<file path="src/include/uif_regs.vh">
`ifndef UIF_REGS_VH
`define UIF_REGS_VH

// ----------------------------------------------------------------------------
// Register offsets, per bank
// ----------------------------------------------------------------------------
`define UIF_OFF_DATA 3'h0
`define UIF_OFF_IEN 3'h1
`define UIF_OFF_EVQ 3'h2
`define UIF_OFF_LCB 3'h3
`define UIF_OFF_MDC 3'h4
`define UIF_OFF_LST 3'h5
`define UIF_OFF_MST 3'h6
`define UIF_OFF_SPAD 3'h7
`define UIF_OFF_DIV_LO 3'h0
`define UIF_OFF_DIV_HI 3'h1
`define UIF_OFF_EXT1 3'h2
`define UIF_OFF_EXT2 3'h4
`define UIF_OFF_IRC1 3'h0
`define UIF_OFF_IRC2 3'h1
`define UIF_OFF_IRC3 3'h2
`define UIF_OFF_IRC4 3'h4

// ----------------------------------------------------------------------------
// Banks and field positions
// ----------------------------------------------------------------------------
`define UIF_BANK0 2'h0
`define UIF_BANK1 2'h1
`define UIF_BANK2 2'h2
`define UIF_BANK3 2'h3
`define UIF_EXT1_EXT 0
`define UIF_EXT1_BAUD_TEST 1
`define UIF_EXT1_LOOP 2
`define UIF_EXT2_LOCK 7
`define UIF_IRC4_AUTO 7
`define UIF_IRC4_DIR0 5
`define UIF_IRC4_DIR21 4
`define UIF_IRC4_RX2 3

// ----------------------------------------------------------------------------
// Modes, codes and reset values
// ----------------------------------------------------------------------------
`define UIF_MODE_UART 2'h0
`define UIF_MODE_SIR 2'h1
`define UIF_MODE_HDX 2'h2
`define UIF_MODE_CIR 2'h3
`define UIF_QLVL_16 2'h0
`define UIF_PRESC_13 2'h0
`define UIF_QDEPTH 5'h10
`define UIF_RST_BYTE 8'h00
`define UIF_RST_DIV 16'h000C

`endif

</file>
<file path="src/rtl/uif_ctrl.v">
`timescale 1ns/10ps
`include "uif_regs.vh"

module uif_ctrl (
    // Clock and reset
    input wire ref_clk,
    input wire rst_b,
    // Register port
    input wire [2:0] addr,
    input wire [7:0] wdata,
    input wire wr_stb,
    input wire rd_stb,
    output reg [7:0] rdata_q,
    // DMA data port
    input wire dma_wr,
    input wire dma_rd,
    input wire [7:0] dma_wdata,
    output reg [7:0] dma_rdata_q,
    // Serial data stream
    input wire rx_push,
    input wire [7:0] rx_byte,
    input wire tx_pop,
    output reg [7:0] tx_byte_q,
    output reg tx_avail_q,
    // Configuration seen by the baud and codec logic
    output reg [15:0] divisor_q,
    output reg [7:0] ext_control_1_q,
    output reg [7:0] ext_control_2_q,
    // Transceiver pins
    input wire [2:0] xcvr_select_pins_in,
    input wire xcvr_id_input,
    output reg [2:0] xcvr_select_pins_out_q,
    output reg [2:0] xcvr_select_pins_oe_q,
    output reg second_ir_receive_q
);

// ----------------------------------------------------------------------------
// State
// ----------------------------------------------------------------------------
reg [1:0] bank_q;
reg [7:0] link_ctrl_q;
reg [7:0] interrupt_enable_reg_q;
reg [7:0] modem_ctrl_q;
reg [7:0] scratch_q;
reg [7:0] lock_pad_lo_q;
reg [7:0] lock_pad_hi_q;
reg [7:0] ir_config_1_q;
reg [7:0] ir_config_2_q;
reg [7:0] ir_config_3_q;
reg [7:0] ir_config_4_q;
reg fen_q;
reg overrun_q;
reg [7:0] txq [0:15];
reg [7:0] rxq [0:15];
reg [3:0] tx_wr_q;
reg [3:0] tx_rd_q;
reg [4:0] tx_cnt_q;
reg [3:0] rx_wr_q;
reg [3:0] rx_rd_q;
reg [4:0] rx_cnt_q;
reg [3:0] pin_meta_q;
reg [3:0] pin_sync_q;

// ----------------------------------------------------------------------------
// Decode
// ----------------------------------------------------------------------------
wire extended_select = ext_control_1_q[`UIF_EXT1_EXT];
wire locked = ext_control_2_q[`UIF_EXT2_LOCK] && !extended_select;
wire [1:0] op_mode = ext_control_1_q[5:4];
wire acc = wr_stb || rd_stb;
wire in_b0 = bank_q == `UIF_BANK0;
wire in_b1 = bank_q == `UIF_BANK1;
wire in_b2 = bank_q == `UIF_BANK2;
wire in_b3 = bank_q == `UIF_BANK3;
wire legacy_div = in_b1 && (addr == `UIF_OFF_DIV_LO || addr == `UIF_OFF_DIV_HI);
// Only the bank 1 ports are checked, so bank 2 divisor traffic is harmless.
wire fallback = acc && legacy_div && !locked;
wire alt_div = in_b2 && (addr == `UIF_OFF_DIV_LO || addr == `UIF_OFF_DIV_HI);
wire div_wr = wr_stb && (alt_div || (legacy_div && !locked));
// In the reset mode the holding register behaves as a one-entry queue.
wire [4:0] cap = fen_q ? `UIF_QDEPTH : 5'h01;
wire cpu_data_wr = wr_stb && in_b0 && addr == `UIF_OFF_DATA;
wire cpu_data_rd = rd_stb && in_b0 && addr == `UIF_OFF_DATA;
wire tx_push = (cpu_data_wr || dma_wr) && tx_cnt_q < cap;
wire tx_take = tx_pop && tx_cnt_q != 5'h00;
wire rx_take = (cpu_data_rd || dma_rd) && rx_cnt_q != 5'h00;
wire rx_put = rx_push && rx_cnt_q < cap;
wire rx_lost = rx_push && rx_cnt_q >= cap;
wire link_state_rd = rd_stb && in_b0 && addr == `UIF_OFF_LST;
wire [7:0] tx_src = cpu_data_wr ? wdata : dma_wdata;
wire [7:0] rx_head = rxq[rx_rd_q];

// ----------------------------------------------------------------------------
// Automatic transceiver select values
// ----------------------------------------------------------------------------
reg [2:0] auto_sel;
always @* begin
    case (op_mode)
        `UIF_MODE_UART: auto_sel = ir_config_2_q[2:0];
        `UIF_MODE_SIR: auto_sel = ir_config_2_q[6:4];
        `UIF_MODE_HDX: auto_sel = ir_config_3_q[2:0];
        default: auto_sel = ir_config_3_q[6:4];
    endcase
end

// ----------------------------------------------------------------------------
// Extended control registers
// ----------------------------------------------------------------------------
reg [7:0] ext_control_1_d;
reg [7:0] ext_control_2_d;
always @* begin
    ext_control_1_d = ext_control_1_q;
    ext_control_2_d = ext_control_2_q;
    if (wr_stb && in_b2 && addr == `UIF_OFF_EXT1) begin
        ext_control_1_d = wdata;
    end
    if (wr_stb && in_b2 && addr == `UIF_OFF_EXT2) begin
        ext_control_2_d = wdata;
    end
    if (fallback) begin
        ext_control_2_d[1:0] = `UIF_QLVL_16;
        ext_control_2_d[3:2] = `UIF_PRESC_13;
        ext_control_1_d[`UIF_EXT1_BAUD_TEST] = 1'b0;
        ext_control_1_d[`UIF_EXT1_LOOP] = 1'b0;
        if (extended_select) begin
            ext_control_1_d[`UIF_EXT1_EXT] = 1'b0;
            if (op_mode != `UIF_MODE_SIR && op_mode != `UIF_MODE_HDX) begin
                ext_control_1_d[5:4] = `UIF_MODE_UART;
            end
        end
    end
end

// ----------------------------------------------------------------------------
// Register writes and side effects
// ----------------------------------------------------------------------------
always @(posedge ref_clk) begin
    if (!rst_b) begin
        bank_q <= `UIF_BANK0;
        link_ctrl_q <= `UIF_RST_BYTE;
        interrupt_enable_reg_q <= `UIF_RST_BYTE;
        modem_ctrl_q <= `UIF_RST_BYTE;
        scratch_q <= `UIF_RST_BYTE;
        lock_pad_lo_q <= `UIF_RST_BYTE;
        lock_pad_hi_q <= `UIF_RST_BYTE;
        ir_config_1_q <= `UIF_RST_BYTE;
        ir_config_2_q <= `UIF_RST_BYTE;
        ir_config_3_q <= `UIF_RST_BYTE;
        ir_config_4_q <= `UIF_RST_BYTE;
        ext_control_1_q <= `UIF_RST_BYTE;
        ext_control_2_q <= `UIF_RST_BYTE;
        divisor_q <= `UIF_RST_DIV;
        fen_q <= 1'b0;
        overrun_q <= 1'b0;
    end else begin
        ext_control_1_q <= ext_control_1_d;
        ext_control_2_q <= ext_control_2_d;
        if (!ext_control_1_d[`UIF_EXT1_EXT]) begin
            interrupt_enable_reg_q[7:4] <= 4'h0;
        end
        if (wr_stb && in_b0 && addr == `UIF_OFF_IEN) begin
            interrupt_enable_reg_q[3:0] <= wdata[3:0];
            if (ext_control_1_d[`UIF_EXT1_EXT]) begin
                interrupt_enable_reg_q[7:4] <= wdata[7:4];
            end
        end
        if (wr_stb && in_b0 && addr == `UIF_OFF_EVQ) begin
            fen_q <= wdata[0];
        end
        if (wr_stb && in_b0 && addr == `UIF_OFF_MDC) begin
            modem_ctrl_q <= wdata;
        end
        if (wr_stb && in_b0 && addr == `UIF_OFF_SPAD) begin
            scratch_q <= wdata;
        end
        if (wr_stb && addr == `UIF_OFF_LCB) begin
            if (wdata[7:6] == 2'h3) begin
                bank_q <= wdata[1:0];
            end else begin
                link_ctrl_q <= wdata;
                bank_q <= wdata[7] ? `UIF_BANK1 : `UIF_BANK0;
            end
        end
        if (div_wr && addr == `UIF_OFF_DIV_LO) begin
            divisor_q[7:0] <= wdata;
        end
        if (div_wr && addr == `UIF_OFF_DIV_HI) begin
            divisor_q[15:8] <= wdata;
        end
        if (wr_stb && legacy_div && locked) begin
            if (addr == `UIF_OFF_DIV_LO) begin
                lock_pad_lo_q <= wdata;
            end else begin
                lock_pad_hi_q <= wdata;
            end
        end
        if (wr_stb && in_b3 && addr == `UIF_OFF_IRC1) begin
            ir_config_1_q <= wdata;
        end
        if (wr_stb && in_b3 && addr == `UIF_OFF_IRC2) begin
            ir_config_2_q <= wdata;
        end
        if (wr_stb && in_b3 && addr == `UIF_OFF_IRC3) begin
            ir_config_3_q <= wdata;
        end
        if (wr_stb && in_b3 && addr == `UIF_OFF_IRC4) begin
            ir_config_4_q <= wdata;
        end
        // A lost byte in the same cycle as the status read stays flagged.
        if (rx_lost) begin
            overrun_q <= 1'b1;
        end else if (link_state_rd) begin
            overrun_q <= 1'b0;
        end
    end
end

// ----------------------------------------------------------------------------
// Data queues
// ----------------------------------------------------------------------------
always @(posedge ref_clk) begin
    if (tx_push) begin
        txq[tx_wr_q] <= tx_src;
    end
    if (rx_put) begin
        rxq[rx_wr_q] <= rx_byte;
    end
end

always @(posedge ref_clk) begin
    if (!rst_b) begin
        tx_wr_q <= 4'h0;
        tx_rd_q <= 4'h0;
        tx_cnt_q <= 5'h00;
        rx_wr_q <= 4'h0;
        rx_rd_q <= 4'h0;
        rx_cnt_q <= 5'h00;
        tx_byte_q <= `UIF_RST_BYTE;
        tx_avail_q <= 1'b0;
        dma_rdata_q <= `UIF_RST_BYTE;
    end else begin
        if (tx_push) begin
            tx_wr_q <= tx_wr_q + 4'h1;
        end
        if (tx_take) begin
            tx_rd_q <= tx_rd_q + 4'h1;
        end
        if (tx_push && !tx_take) begin
            tx_cnt_q <= tx_cnt_q + 5'h01;
        end else if (tx_take && !tx_push) begin
            tx_cnt_q <= tx_cnt_q - 5'h01;
        end
        if (rx_put) begin
            rx_wr_q <= rx_wr_q + 4'h1;
        end
        if (rx_take) begin
            rx_rd_q <= rx_rd_q + 4'h1;
        end
        if (rx_put && !rx_take) begin
            rx_cnt_q <= rx_cnt_q + 5'h01;
        end else if (rx_take && !rx_put) begin
            rx_cnt_q <= rx_cnt_q - 5'h01;
        end
        // The sink sees the queue head one cycle late; it pops at most every other cycle.
        tx_avail_q <= tx_cnt_q != 5'h00 && !tx_take;
        tx_byte_q <= tx_take ? txq[tx_rd_q + 4'h1] : txq[tx_rd_q];
        if (dma_rd) begin
            dma_rdata_q <= rx_head;
        end
    end
end

// ----------------------------------------------------------------------------
// Read data
// ----------------------------------------------------------------------------
reg [7:0] rd_mux;
always @* begin
    rd_mux = 8'h00;
    if (addr == `UIF_OFF_LCB) begin
        rd_mux = link_ctrl_q;
    end else if (in_b0 && addr == `UIF_OFF_DATA) begin
        rd_mux = rx_head;
    end else if (in_b0 && addr == `UIF_OFF_IEN) begin
        rd_mux = interrupt_enable_reg_q;
    end else if (in_b0 && addr == `UIF_OFF_EVQ) begin
        rd_mux = {fen_q, fen_q, 5'h00, 1'b1};
    end else if (in_b0 && addr == `UIF_OFF_MDC) begin
        rd_mux = modem_ctrl_q;
    end else if (in_b0 && addr == `UIF_OFF_LST) begin
        rd_mux = {1'b0, tx_cnt_q == 5'h00, tx_cnt_q == 5'h00, 3'h0, overrun_q, rx_cnt_q != 5'h00};
    end else if (in_b0 && addr == `UIF_OFF_MST) begin
        rd_mux = {4'h0, pin_sync_q};
    end else if (in_b0 && addr == `UIF_OFF_SPAD) begin
        rd_mux = scratch_q;
    end else if (legacy_div && locked) begin
        rd_mux = addr == `UIF_OFF_DIV_LO ? lock_pad_lo_q : lock_pad_hi_q;
    end else if ((in_b1 || in_b2) && addr == `UIF_OFF_DIV_LO) begin
        rd_mux = divisor_q[7:0];
    end else if ((in_b1 || in_b2) && addr == `UIF_OFF_DIV_HI) begin
        rd_mux = divisor_q[15:8];
    end else if (in_b2 && addr == `UIF_OFF_EXT1) begin
        rd_mux = ext_control_1_q;
    end else if (in_b2 && addr == `UIF_OFF_EXT2) begin
        rd_mux = ext_control_2_q;
    end else if (in_b3 && addr == `UIF_OFF_IRC1) begin
        rd_mux = ir_config_1_q;
    end else if (in_b3 && addr == `UIF_OFF_IRC2) begin
        rd_mux = ir_config_2_q;
    end else if (in_b3 && addr == `UIF_OFF_IRC3) begin
        rd_mux = ir_config_3_q;
    end else if (in_b3 && addr == `UIF_OFF_IRC4) begin
        rd_mux = ir_config_4_q;
    end
end

always @(posedge ref_clk) begin
    if (!rst_b) begin
        rdata_q <= `UIF_RST_BYTE;
    end else if (rd_stb) begin
        rdata_q <= rd_mux;
    end
end

// ----------------------------------------------------------------------------
// Transceiver pins
// ----------------------------------------------------------------------------
always @(posedge ref_clk) begin
    if (!rst_b) begin
        pin_meta_q <= 4'h0;
        pin_sync_q <= 4'h0;
        xcvr_select_pins_out_q <= 3'h0;
        xcvr_select_pins_oe_q <= 3'h0;
        second_ir_receive_q <= 1'b0;
    end else begin
        pin_meta_q <= {xcvr_id_input, xcvr_select_pins_in};
        pin_sync_q <= pin_meta_q;
        // Auto values track the mode each cycle, so a mode change reaches the pins one cycle after the mode register.
        if (ir_config_4_q[`UIF_IRC4_AUTO]) begin
            xcvr_select_pins_out_q <= auto_sel;
        end else begin
            xcvr_select_pins_out_q <= ir_config_1_q[2:0];
        end
        xcvr_select_pins_oe_q[2:1] <= {2{ir_config_4_q[`UIF_IRC4_DIR21]}};
        xcvr_select_pins_oe_q[0] <= ir_config_4_q[`UIF_IRC4_DIR0] && !ir_config_4_q[`UIF_IRC4_RX2];
        second_ir_receive_q <= ir_config_4_q[`UIF_IRC4_RX2] && pin_sync_q[0];
    end
end

endmodule // uif_ctrl

</file>
<file path="config.mk">
export PLATFORM = sky130hd
export DESIGN_NAME = uif_ctrl
export DESIGN_NICKNAME = d
export VERILOG_FILES = /design/src/rtl/uif_ctrl.v
export VERILOG_INCLUDE_DIRS = /design/src /design/src/include
export SDC_FILE = /design/constraint.sdc
export NUM_CORES = 1
export LEC_CHECK = 0
export BUFFER_PORTS_ARGS = -buffer_cell sky130_fd_sc_hd__buf_2
export CAP_MARGIN = 20
export CORE_ASPECT_RATIO = 0.75
export CORE_UTILIZATION = 40
export DETAILED_ROUTE_END_ITERATION = 7
export PLACE_DENSITY_LB_ADDON = 0.1
export SLEW_MARGIN = 5
export SYNTH_ARGS = -nofsm -noshare
export SYNTH_HDL_FRONTEND = slang
export SYNTH_SLANG_ARGS = --single-unit
</file>
<file path="constraint.sdc">
create_clock -name ref_clk -period 2.9 [get_ports ref_clk]
set_input_delay 0 -clock ref_clk [delete_from_list [all_inputs] [get_ports ref_clk]]
set_output_delay 0 -clock ref_clk [all_outputs]
set_load 0.01 [all_outputs]
</file>
* After elaboration in Yosys (flattened, before gate mapping)
Memories as Yosys holds them, arrays and structs flattened. A register that Yosys moved wholly into a read port is not among the register bits. Cells that the tools add are included. W data, S select, Z words.
Storage, ports and cells: bits of input ports 39, logic and storage cells 199, memories kept 2, bits in writable memories 256, bits in latches 0, memory bits (read-only) 0, bits in registers 181, output and inout port bits 64
Memory list:
- rxq | words 16, bits a word 8, rd ports 1, clocked after memory_dff 1, wr ports 1, line uif_ctrl.v:54 | reg [7:0] rxq [0:15];
- txq | words 16, bits a word 8, rd ports 2, clocked after memory_dff 1, wr ports 1, line uif_ctrl.v:53 | reg [7:0] txq [0:15];
Operators by class: equality and inequality tests 15, multiply operators 0, multiplexer cells 48, add/sub/neg operators 8, divide/modulo/power cells 0, bitwise logic cells 3, shift operators 0, reductions and logical operators 84, magnitude comparators 3
Operators with widths (count):
- $mux W8 | 21
- $logic_and A1 B1 Y1 | 58
- $mux W5 | 5
- $mux W4 | 6
- $add A4 B1 Y4 const B | 4
- $eq A3 B3 Y1 const B | 4
- $add A5 B1 Y5 const B | 2
- $lt A5 B5 Y1 | 2
- $reduce_bool A5 Y1 | 2
- $sub A5 B1 Y5 const B | 2
- $mux W1 | 9
- $pmux W3 S3 | 1
- $eq A2 B2 Y1 const B | 4
- $mux W2 | 4
- $logic_not A1 Y1 | 7
- $eq A3 B2 Y1 const B | 2
- $logic_or A1 B1 Y1 | 6
- $mux W6 | 1
- $reduce_and A2 Y1 | 3
- $reduce_bool A2 Y1 | 3
- $ge A5 B5 Y1 | 1
- $logic_not A5 Y1 | 1
- $eq A2 B1 Y1 const B | 2
- $logic_not A2 Y1 | 2
- other kinds (7) | 9

* Depth between registers and ports, before layout
Gate-level depths: netlist (run 1).
word-level depth 19, mapped depth 15, mapped depth without buffers 14

* Least setup slack after synthesis (run 1)
No wires, ideal clock.
kind register to register, start point register bank_q[0], end point register tx_cnt_q[4], library setup time 0.076 ns, path slack -0.169 ns, cell stages (with the launch flop) 15, period minus slack after synthesis 3.069 ns, buffers on the path 1, arrival 2.994 ns, required time 2.824 ns, cell sequence dfxtp_1 inv_1 ha_1 buf_2 nor4b_2 a21oi_1 nor3_4 ha_1 inv_1 fa_1 a21o_1 a21oi_1 xnor2_1 or3_1 a21boi_0
Between the ends: cells in the longest elaborated chain, start to end 8, elaborated cells between the ends (all ways) 10, those cells by class mux: 1; reduce/logical: 9
RTL lines:
- start: declaration | line uif_ctrl.v:40 | reg [1:0] bank_q;
- start signal: assignment | line uif_ctrl.v:139 | bank_q <= `UIF_BANK0;
- start signal: assignment | line uif_ctrl.v:178 | bank_q <= wdata[1:0];
- start signal: assignment | line uif_ctrl.v:181 | bank_q <= wdata[7] ? `UIF_BANK1 : `UIF_BANK0;
- $logic_not A2 Y1 (no line) (*)
- $logic_and A1 B1 Y1 (*) | line uif_ctrl.v:82 | wire cpu_data_wr = wr_stb && in_b0 && addr == `UIF_OFF_DATA;
- $logic_and A1 B1 Y1 (no line) (*)
- $logic_or A1 B1 Y1 (*) | line uif_ctrl.v:84 | wire tx_push = (cpu_data_wr || dma_wr) && tx_cnt_q < cap;
- $logic_and A1 B1 Y1 (*) | line uif_ctrl.v:84
- via tx_push | line uif_ctrl.v:84
- $logic_not A1 Y1 | line uif_ctrl.v:250 | end else if (tx_take && !tx_push) begin
- $logic_and A1 B1 Y1 | line uif_ctrl.v:250
- $reduce_bool A2 Y1 (no line)
- end signal: assignment | line uif_ctrl.v:249 | tx_cnt_q <= tx_cnt_q + 5'h01;
- end signal: assignment | line uif_ctrl.v:251 | tx_cnt_q <= tx_cnt_q - 5'h01;
- end: declaration | line uif_ctrl.v:57 | reg [4:0] tx_cnt_q;
Mark *: on every way through the listed nets, which the timed path passes. The rest lies on a longest branch. A chain may end at the register's enable or synchronous reset.

* Final worst setup path (run 1)
start point register tx_cnt_q[1], end point register tx_cnt_q[3]
Between the ends: cells in the longest elaborated chain, start to end 5, elaborated cells between the ends (all ways) 13, those cells by class add/sub: 2; order compare: 1; mux: 2; reduce/logical: 8
RTL lines (line):
- $lt A5 B5 Y1 (*) | uif_ctrl.v:84
- $logic_and A1 B1 Y1 (*) | uif_ctrl.v:84
- via tx_push | uif_ctrl.v:84
- $logic_not A1 Y1 | uif_ctrl.v:250
- $logic_and A1 B1 Y1 | uif_ctrl.v:250
- $reduce_bool A2 Y1 (no line)
Mark *: on every way through the listed nets, which the timed path passes. The rest lies on a longest branch. The select of a mux whose other input is x is not followed.

==> summary.md, run 1 <==
| Metric | Value |
|---|---|
| Required @ worst endpoint | `3.36 ns` |
| Crit. Startpoint | `tx_cnt_q[1]` |
| Final non-filler cell total | `2373` |
| Max-cap viol count | `0` |
| Post-synth EDFFs | `between 200 and 300` |
| Clock Sinks | `around 450` |
| Crit start category | `register` |
| Yosys warns | `0` |
| Hold Slack | `~0.015 ns` |
| Top Ports | `103` |
| RSZ-0062 raised after global routing | `yes` |
| Prevailing post-synth register cell | `edfxtp_1` |
| Worst skew pair latency | `just under 0.6 ns` |
| Vias in the first global route | `roughly 13000` |
| Worst-margin pin slew | `~0.87 ns` |
| Routed len/inst | `22.8 microns` |
| Final WL | `54.1 mm` |
| Row count | `a little over 70` |
| Critical path cell sequence | `or4_4, o21a_1, nor3_4, ha_2, inv_4, buf_4, ha_1, a21o_1, a21oi_1, xor2_1, o21ai_0, and2_1` |
| Setup violations, final | `0` |
| Placed standard-cell area | `around 22000 sq um` |
| Final worst-path cycle share | `0.971` |
| ANT cells | `0` |
| First-pass DRT Iterations | `7` |
| Crit-path slowest cell | `or4_4` |
| Synthesized area | `about 20000 sq um` |
| Slew Limit Fails | `0` |
| Status | `complete, no violations` |
| Largest net degree at the start of global routing | `69` |
| Initial antenna violation count | `1` |
| Drt via density | `~5.4` |
| Dpl cells | `about 2300` |
| Mapped Cells | `1510` |
| Finished Cell Area | `23900 sq um` |
| Final GP Congestion | `between 0.8 and 0.9` |
| First-pass GRT wire length | `82.2 mm` |
| Synth Net Count | `roughly 1600` |
| Residual DRC | `0` |
| CTS Buf Count | `46` |
| Final Hold Viols | `0` |
| Worst Setup End Kind | `register` |
| Critical path's top delay family | `simple AND/OR/NAND/NOR gates` |
| Fmax | `roughly 0.36 GHz` |
| DIE HEIGHT | `~200 microns` |
| Final setup skew | `roughly 0.026 ns` |
| Reg-to-reg endpoint | `tx_cnt_q[3]` |
| VDD IR max | `0.428 mV` |
| Rel. slew slack | `0.420` |
| Area grow syn2layout | `17.5%` |
| Leading cell type in the layout, fill and taps excluded | `edfxtp_1` |
| R2R Setup Slk | `approximately 0.083 ns` |
| Mean Syn Cell Area | `13.5 sq um` |
| Crit Path Category | `register to register` |
| Reg2reg start | `tx_cnt_q[1]` |
| Util after Layout | `0.476` |
| Pleak | `8.27 nW` |
| Min Tclk post-route | `between 2 and 3 ns` |
| Die width | `around 260 microns` |
| Sequential fraction of the synthesis area | `0.565` |
| Power Density | `~730 nW/um^2` |
| Total track usage | `0.211` |
| Placed wire-length estimate | `around 37 mm` |
| Final net count | `1752` |
| Port-buffer cells | `roughly 100` |
| Share of layout cells above drive strength 1 | `0.248` |
| Initial Utilization | `0.405` |
| Setup crit end | `tx_cnt_q[3]` |
| Vias post-DR | `about 13000` |
| Die Area | `just over 50000 sq um` |
| Commonest cells after routing, fill and taps aside | `edfxtp_1 (256), dfxtp_1 (184), mux2i_1 (125)` |
| Worst path arrival time | `roughly 3.3 ns` |
| Routed Antenna Nets | `0` |
| Clock Path Buffers | `3` |
| Worst Hold Class | `primary input to register` |
| Final Worst Setup Slack | `0.0831 ns` |
| Distinct cells, synth | `66` |
| TritonCTS clock tree | `done` |
| Grt total ovfl | `0` |
| WP buf/inv | `2` |
| Worst-path clk slew | `0.06 ns` |
| FFs w/ async S/R, synth | `0` |
| Critical Path Stages | `12` |
| 1st-iter DRT viols | `~1100` |
| Seq cells post-synth | `445` |
| CP max FO | `4` |
| H-tree depth | `2` |
| Dpl ws | `-0.0556 ns` |
| Root Buffer | `clkbuf_16` |
| Worst path max stage delay | `between 0.5 and 0.6 ns` |
| Reg2reg path depth | `12` |
| Core Region | `50100 sq um` |
-- kinds of logic (layout without fill, tap and decap cells) --
family / Yosys count / after routing / synth area share
mux: 258 / 258 / 0.200
compound gates: 221 / 221 / 0.0721
fa+ha+maj: 31 / 31 / 0.0198
flops: 445 / 445 / 0.565
xor+xnor: 21 / 21 / 0.00905
simple gates: 399 / 399 / 0.107
buf+inv: 135 / 341 / 0.0280
-- metal layers --
| metal | track usage | routed length (microns) | vias to the layer above |
|---|---|---|---|
| li1 | - | - | 6006 |
| met1 | 0.328 | 27200 | 6485 |
| met2 | 0.303 | 22900 | 350 |
| met3 | 0.0369 | 3060 | 69 |
| met4 | 0.0492 | 971 | 0 |
| met5 | 0 | 0 | - |
-- state kept, by name, indices dropped and copies added, names as in the netlist, 5 cells and up, named ones only --
signal,flops
rxq,128
txq,128
divisor_q,16
dma_rdata_q,8
ext_control_1_q,8
ext_control_2_q,8
interrupt_enable_reg_q,8
ir_config_1_q,8
ir_config_2_q,8
ir_config_3_q,8
ir_config_4_q,8
link_ctrl_q,8
lock_pad_hi_q,8
lock_pad_lo_q,8
modem_ctrl_q,8
rdata_q,8
scratch_q,8
tx_byte_q,8
rx_cnt_q,5
tx_cnt_q,5
-- repair_timing --
action	in CTS	in global routing
setup endpoints to repair	1	2
pin swaps	0	10
resized for setup	3	6
setup buffers	0	3
hold buffers	32	0
hold endpoints to repair	316	0
-- power by group --
| group | internal (mW) | leakage (nW) | total (mW) | switching, mW |
|---|---|---|---|---|
| Combinational | 2.17 | 3.68 | 4.32 | 2.16 |
| Clock | 3.48 | 0.747 | 5.99 | 2.51 |
| Sequential | 7.01 | 3.84 | 7.19 | 0.181 |
-- synthesized netlist by cell type (6+ instances only) --
| master | instances | area (sq um) |
|---|---|---|
| mux4_1 | 6 | 158 |
| clkbuf_1 | 58 | 218 |
| a21oi_1 | 36 | 180 |
| and2_1 | 38 | 238 |
| a21o_1 | 7 | 52.6 |
| nor2_1 | 65 | 244 |
| inv_1 | 32 | 120 |
| buf_1 | 6 | 22.5 |
| buf_2 | 32 | 160 |
| nand3_1 | 16 | 80.1 |
| a22oi_1 | 7 | 52.6 |
| dfxtp_1 | 189 | 3780 |
| o21ai_0 | 63 | 315 |
| edfxtp_1 | 256 | 7690 |
| ha_1 | 29 | 363 |
| mux2i_1 | 125 | 1250 |
| nor2b_1 | 110 | 688 |
| nor3_1 | 12 | 60.1 |
| nor3_4 | 6 | 97.6 |
| nand4_1 | 6 | 37.5 |
| mux4_2 | 108 | 2430 |
| nand2_1 | 101 | 379 |
| mux2_2 | 19 | 214 |
| buf_4 | 6 | 45.0 |
| o211ai_1 | 15 | 113 |
| a21boi_0 | 32 | 240 |
| nand2b_1 | 16 | 100 |
| xnor2_1 | 16 | 140 |
-- per-stage QoR --
stage               power [mW]  setup TNS [ns]
floorplan                 10.3         -0.0104
global placement          11.6               0
detailed placement        11.6         -0.0556
finish                    17.5               0
global route              18.3         -0.0674
CTS                       17.7               0
-- worst min path at each step --
stage	start	endpoint	slack (ns)	cells past startpoint
floorplan	tx_pop	tx_avail_q	0.08	1
global placement	xcvr_select_pins_in[0]	pin_meta_q[0]	0.22	2
detailed placement	xcvr_select_pins_in[0]	pin_meta_q[0]	0.21	2
CTS	dma_wdata[3]	txq[1][3]	0.001	2
global route	dma_wdata[1]	txq[1][1]	0.05	2
finish	dma_wdata[3]	txq[3][3]	0.02	2
-- layout make-up --
class	instances	area (sq um)
tap	657	822
clock buffer	70	1350
timing repair buffer	226	1600
inverter	33	126
sequential	445	11500
multi-input combinational	930	8320
fill	4470	26200
clock inverter	12	186
Note: power is estimated with default switching activity, not from simulation.
==> run 2: changes to the inputs <==
BUFFER_PORTS_ARGS = default   (was -buffer_cell sky130_fd_sc_hd__buf_2)
DONT_BUFFER_PORTS = 1   (was default)
==> summary.md, run 2 (synthesized netlist as in run 1, its figures left out) <==
| Metric | Value |
|---|---|
| Reg power frac | `0.420 (+0.009)` |
| Largest net degree at the start of global routing | `173 (+150%)` |
| Placed wire-length estimate | `36.4 mm (-0.62%)` |
| Final setup skew | `0.0323 ns (+0.00662 ns)` |
| Worst path arrival time | `3.22 ns (-0.06 ns)` |
| Critical Path Stages | `7 (-5)` |
| M1 WL | `27.8 mm (+2.2%)` |
| Setup crit end | `dma_rdata_q[0]` |
| Routed Antenna Nets | `0 (unchanged)` |
| Hold Slack | `0.0230 ns (+0.00775 ns)` |
| Crit Path Category | `register to register` |
| Initial Utilization | `0.405 (unchanged)` |
| Worst-path clk slew | `0.06 ns (about the same)` |
| Top sig layer | `met5` |
| Crit start category | `register` |
| Routed len/inst | `24.6 microns (+7.9%)` |
| Row count | `71 (unchanged)` |
| First-pass DRT Iterations | `5 (-2)` |
| Pleak | `7.82 nW (-5.4%)` |
| Area of the multi-input gates | `8320 sq um (+0.11%)` |
| Total track usage | `0.219 (+0.00779)` |
| Slew Limit Fails | `0 (unchanged)` |
| Crit-path slowest cell | `mux4_2` |
| Worst path max stage delay | `0.57 ns (+0.05 ns)` |
| Sw Share | `0.282 (+0.00516)` |
| Die Area | `51700 sq um (unchanged)` |
| Reg-to-reg endpoint | `dma_rdata_q[0]` |
| Detail Route met3 WL | `3.67 mm (+20%)` |
| VDD IR max | `0.438 mV (+2.4%)` |
| Final Hold Viols | `0 (unchanged)` |
| Final worst-path cycle share | `0.947 (-0.0247)` |
| Port-buffer cells | `0 (-100%)` |
| Vias post-DR | `12900 (-0.39%)` |
| P_sw | `4.89 mW (+0.80%)` |
| Max-cap viol count | `0 (unchanged)` |
| Reg2reg path depth | `7 (-5)` |
| Power Density | `737 nW/um^2 (+0.50%)` |
| WP buf/inv | `2 (unchanged)` |
| Required @ worst endpoint | `3.37 ns (about the same)` |
| Final WL | `56.4 mm (+4.2%)` |
| Clock Power Share | `0.337 (-0.005)` |
| Critical path cell sequence | `buf_12, mux4_2, mux2_2, o21ai_0, mux2i_1, dlygate4sd3_1, and2_1` |
| DIE HEIGHT | `197 microns (unchanged)` |
| TritonCTS clock tree | `done` |
| Combinational share of power | `0.242 (-0.005)` |
| Min Tclk post-route | `2.75 ns (-0.0715 ns)` |
| Fmax | `0.364 GHz (+2.6%)` |
| Residual DRC | `0 (unchanged)` |
| Top Ports | `103 (unchanged)` |
| Die width | `262 microns (unchanged)` |
| Pint | `12.4 mW (-1.7%)` |
| Reg area | `11500 sq um (about the same)` |
| Final net count | `1665 (-5.0%)` |
| R2R Setup Slk | `0.15 ns (+0.07 ns)` |
| Root Buffer | `clkbuf_16` |
| Grt total ovfl | `0 (unchanged)` |
| CP max FO | `29 (+25)` |
| First-pass GRT wire length | `84.9 mm (+3.2%)` |
| Biggest regs | `rxq x128, txq x128, divisor_q x16` |
| Rel. slew slack | `0.247 (-0.174)` |
| Critical path's top delay family | `multiplexers` |
| Share of layout cells above drive strength 1 | `0.194 (-0.0540)` |
| Worst Hold Class | `primary input to register` |
| Leading cell type in the layout, fill and taps excluded | `edfxtp_1` |
| Routed wl met2 | `23.6 mm (+2.9%)` |
| Status | `complete, no violations` |
| Drt via density | `5.62 (+3.2%)` |
| Setup violations, final | `0 (unchanged)` |
| Fill count | `4442 (-0.63%)` |
| CTS Buf Count | `46 (unchanged)` |
| Core Region | `50100 sq um (unchanged)` |
| Commonest cells after routing, fill and taps aside | `edfxtp_1 (256), dfxtp_1 (184), mux2i_1 (125)` |
| Vias in the first global route | `12700 (+0.40%)` |
| Final GP Congestion | `0.865 (-1.0%)` |
| 1st-iter DRT viols | `1181 (+4.5%)` |
| Area grow syn2layout | `15.7%` |
| Clock Path Buffers | `3 (unchanged)` |
| Worst-margin pin slew | `1.13 ns (+0.259 ns)` |
| Clock Sinks | `445 (unchanged)` |
| H-tree depth | `2 (unchanged)` |
| Worst Setup End Kind | `register` |
| Initial antenna violation count | `3 (+2)` |
| Tot Pwr | `17.3 mW (-1.0%)` |
| Worst skew pair latency | `0.59 ns (about the same)` |
## run 2: what timing repair did
action / 4_1_cts / 5_1_grt
gates resized for setup: 0 / 13
hold buffers: 59 / 0
setup buffers: 0 / 3
hold endpoints to repair: 445 / 0
setup endpoints to repair: 0 / 5
## run 2: per-stage QoR
stage / worst slack [ns] / utilization / instance area [sq um] / instances / TNS (ns)
floorplan: -0.0104 / - / 20300 / 1510 / -0.0104
global placement: 0.120 / 0.426 / 21400 / 2142 / 0
detailed placement: 0.0145 / 0.426 / 21400 / 2142 / 0
CTS: 0.0127 / 0.468 / 23500 / 2286 / 0
global route: -0.00413 / 0.469 / 23500 / 2289 / -0.00413
finish: 0.155 / 0.469 / 23500 / 2290 / 0
## run 2: per-layer routing
layer / global-route usage / vias to the layer above
li1: - / 5858
met1: 0.337 / 6455
met2: 0.316 / 455
met3: 0.0353 / 90
met4: 0.0614 / 2
met5: 0 / -
## run 2: worst min path at each step
stage                    endpoint       start  cells past startpoint
6_report       ext_control_2_q[1]     addr[2]                      5
5_1_grt        ext_control_2_q[1]     addr[2]                      5
4_1_cts                rdata_q[4]     addr[2]                      6
3_5_place_dp            rxq[7][3]  rx_byte[3]                      0
3_3_place_gp         divisor_q[3]       rst_b                      1
2_1_floorplan          tx_avail_q      tx_pop                      1
## run 2: power groups by stage
stage	combinational (mW)	clock, mW	sequential (mW)
floorplan	2.97	0	7.31
global placement	3.92	0	7.41
detailed placement	3.96	0	7.42
CTS	4.22	5.98	7.28
global route	4.55	6.21	7.32
finish	4.20	5.84	7.28
## run 2: layout make-up
class / instances / area share
flip-flops and latches: 445 / 0.488
multi-input cells: 930 / 0.354
repair buffers: 139 / 0.0549
clock buffers: 61 / 0.0527
well taps: 657 / 0.0350
clock inverters: 24 / 0.00948
inverters: 33 / 0.00527
diodes: 1 / 0.000106
## run 2: worst register-to-register path, delay by kind of cell, from the launching register on
kind | cells | cell delay [ns]
flops | 1 | 0.34
simple gates | 1 | 0.15
compound gates | 1 | 0.35
buf+inv | 2 | 0.81
mux | 3 | 0.98
==> run 3: changes to the inputs <==
PLACE_DENSITY = 0.67   (was default)
PLACE_DENSITY_LB_ADDON = default   (was 0.1)
==> summary.md, run 3 (synthesized netlist as in run 1, its figures left out) <==
| Metric | Value |
|---|---|
| Worst Setup End Kind | `register` |
| Worst path max stage delay | `0.56 ns (about the same)` |
| CP dominant cell by count | `mux4_2` |
| Drt via density | `5.84 (+4.1%)` |
| TritonCTS clock tree | `done` |
| Clock Power Share | `0.342 (+0.005)` |
| Worst skew pair latency | `0.59 ns (about the same)` |
| Clock Sinks | `445 (unchanged)` |
| Critical path's top delay family | `multiplexers` |
| Min Tclk post-route | `2.81 ns (+0.0639 ns)` |
| Routed Antenna Nets | `0 (unchanged)` |
| Slew Limit Fails | `0 (unchanged)` |
| Largest net degree at the start of global routing | `174 (+0.58%)` |
| First-pass DRT Iterations | `6 (+1)` |
| Fill count | `4330 (-2.5%)` |
| Combinational share of power | `0.240 (-0.002)` |
| Reg power frac | `0.417 (-0.003)` |
| Biggest regs | `rxq x128, txq x128, divisor_q x16` |
| P_sw | `4.78 mW (-2.3%)` |
| Port-buffer cells | `0 (unchanged)` |
| Worst-path clk slew | `0.06 ns (about the same)` |
| Placed standard-cell area | `21300 sq um (-0.27%)` |
| Initial antenna violation count | `6 (+3)` |
| Final Hold Viols | `1 (+1)` |
| Max-cap viol count | `0 (unchanged)` |
| Root Buffer | `clkbuf_16` |
| Setup violations, final | `0 (unchanged)` |
| Crit Path Category | `register to register` |
| VDD IR max | `0.436 mV (-0.52%)` |
| Final GP Congestion | `0.926 (+7.0%)` |
| Required @ worst endpoint | `3.38 ns (about the same)` |
| Grt total ovfl | `0 (unchanged)` |
| Final worst-path cycle share | `0.969 (+0.0220)` |
| Routed len/inst | `23.9 microns (-3.2%)` |
| Vias post-DR | `13400 (+4.5%)` |
| Core Region | `50100 sq um (unchanged)` |
| Fmax | `0.356 GHz (-2.3%)` |
| Vias in the first global route | `12900 (+2.3%)` |
| Power Density | `737 nW/um^2 (about the same)` |
| Pleak | `7.89 nW (+0.84%)` |
| Leading cell type in the layout, fill and taps excluded | `edfxtp_1` |
| Row count | `71 (unchanged)` |
| Worst path arrival time | `3.29 ns (+0.07 ns)` |
| CP max FO | `15 (-48%)` |
| Crit start category | `register` |
| Residual DRC | `0 (unchanged)` |
| Critical path cell sequence | `buf_12, mux4_2, mux4_2, nor2_1, a211oi_1, a32o_1, dlygate4sd3_1` |
| Placed wire-length estimate | `34.8 mm (-4.3%)` |
| H-tree depth | `2 (unchanged)` |
| Commonest cells after routing, fill and taps aside | `edfxtp_1 (256), dfxtp_1 (185), mux2i_1 (125)` |
| DIE HEIGHT | `197 microns (unchanged)` |
| 1st-iter DRT viols | `1470 (+24%)` |
| Final setup skew | `0.0199 ns (-0.0124 ns)` |
| Initial Utilization | `0.405 (unchanged)` |
| Top Ports | `103 (unchanged)` |
| Total track usage | `0.210 (-0.00916)` |
| CTS Buf Count | `46 (unchanged)` |
| Status | `finished, violations left` |
| Sw Share | `0.274 (-0.00801)` |
| First-pass GRT wire length | `82.2 mm (-3.1%)` |
| Final WL | `54.9 mm (-2.7%)` |
| Hold Slack | `-0.0154 ns (-0.0384 ns)` |
| Die Area | `51700 sq um (unchanged)` |
| Failing checks | `negative hold slack` |
| Pint | `12.6 mW (+1.7%)` |
| WP buf/inv | `2 (unchanged)` |
| Crit-path slowest cell | `mux4_2` |
| Finished Cell Area | `23700 sq um (+0.63%)` |
| Clock Path Buffers | `3 (unchanged)` |
| Rel. slew slack | `0.189 (-0.0576)` |
| Area grow syn2layout | `16.4%` |
| Util after Layout | `0.472 (+0.00297)` |
| Die width | `262 microns (unchanged)` |
| Share of layout cells above drive strength 1 | `0.193 (-0.000948)` |
| Final net count | `1673 (+0.48%)` |
| Worst Hold Class | `primary input to register` |
| Worst-margin pin slew | `1.21 ns (+0.0862 ns)` |
==> run 3: layer usage <==
layer  GRT usage  share of wire  vias to the layer above
met5           0        0.00047                        -
met4      0.0704          0.032                        4
met1       0.299           0.43                     6736
met3      0.0470          0.096                      140
li1            -              -                     5852
met2       0.316           0.45                      709
==> run 3: worst register-to-register path, stage by stage, from the launching register on <==
cell,delay (ns)
dfxtp_2,0.39
buf_12,0.19
mux4_2,0.57
mux4_2,0.55
nor2_1,0.16
a211oi_1,0.07
a32o_1,0.22
dlygate4sd3_1,0.55
==> run 3: final cells by class <==
cell class | count | area (sq um) | area share
flip-flops and latches | 445 | 11500 | 0.485
multi-input cells | 930 | 8350 | 0.353
repair buffers | 147 | 1370 | 0.0579
clock buffers | 64 | 1260 | 0.0533
well taps | 657 | 822 | 0.0348
clock inverters | 21 | 248 | 0.0105
inverters | 33 | 124 | 0.00524
diodes | 3 | 7.51 | 0.000317
==> run 3: stage by stage <==
stage	hold WS [ns]	setup TNS (ns)	power (mW)	cells	worst slack (ns)
2_1_floorplan	0.0761	-0.0104	10.3	1510	-0.0104
3_3_place_gp	0.0819	0	11.1	2136	0.110
3_5_place_dp	0.0846	0	11.2	2136	0.0262
4_1_cts	0.00481	0	17.4	2289	0.00749
5_1_grt	0.00421	-0.00456	18.1	2297	-0.00456
6_report	-0.0154	0	17.4	2300	0.0908
==> run 3: power groups by stage <==
stage | sequential (mW) | clock (mW) | combinational, mW
floorplan | 7.31 | 0 | 2.97
global placement | 7.38 | 0 | 3.76
detailed placement | 7.39 | 0 | 3.83
CTS | 7.26 | 6.05 | 4.09
global route | 7.30 | 6.28 | 4.51
finish | 7.27 | 5.96 | 4.19
==> run 3: final timing paths <==
kind                                     from             to  slack [ns]  cells past startpoint
worst max-delay path                 register     rdata_q[5]        0.09                      7
worst min-delay path                  addr[0]     rdata_q[2]       -0.02                      5
worst max register to register       register     rdata_q[5]        0.09                      7
worst min register to register  pin_meta_q[1]  pin_sync_q[1]        0.44                      1
==> run 3: what timing repair did <==
item                       in CTS  in global routing
resized for setup               0                 14
setup buffers                   0                  7
hold buffers                   68                  0
hold endpoints to repair      445                  0
setup endpoints to repair       0                 18
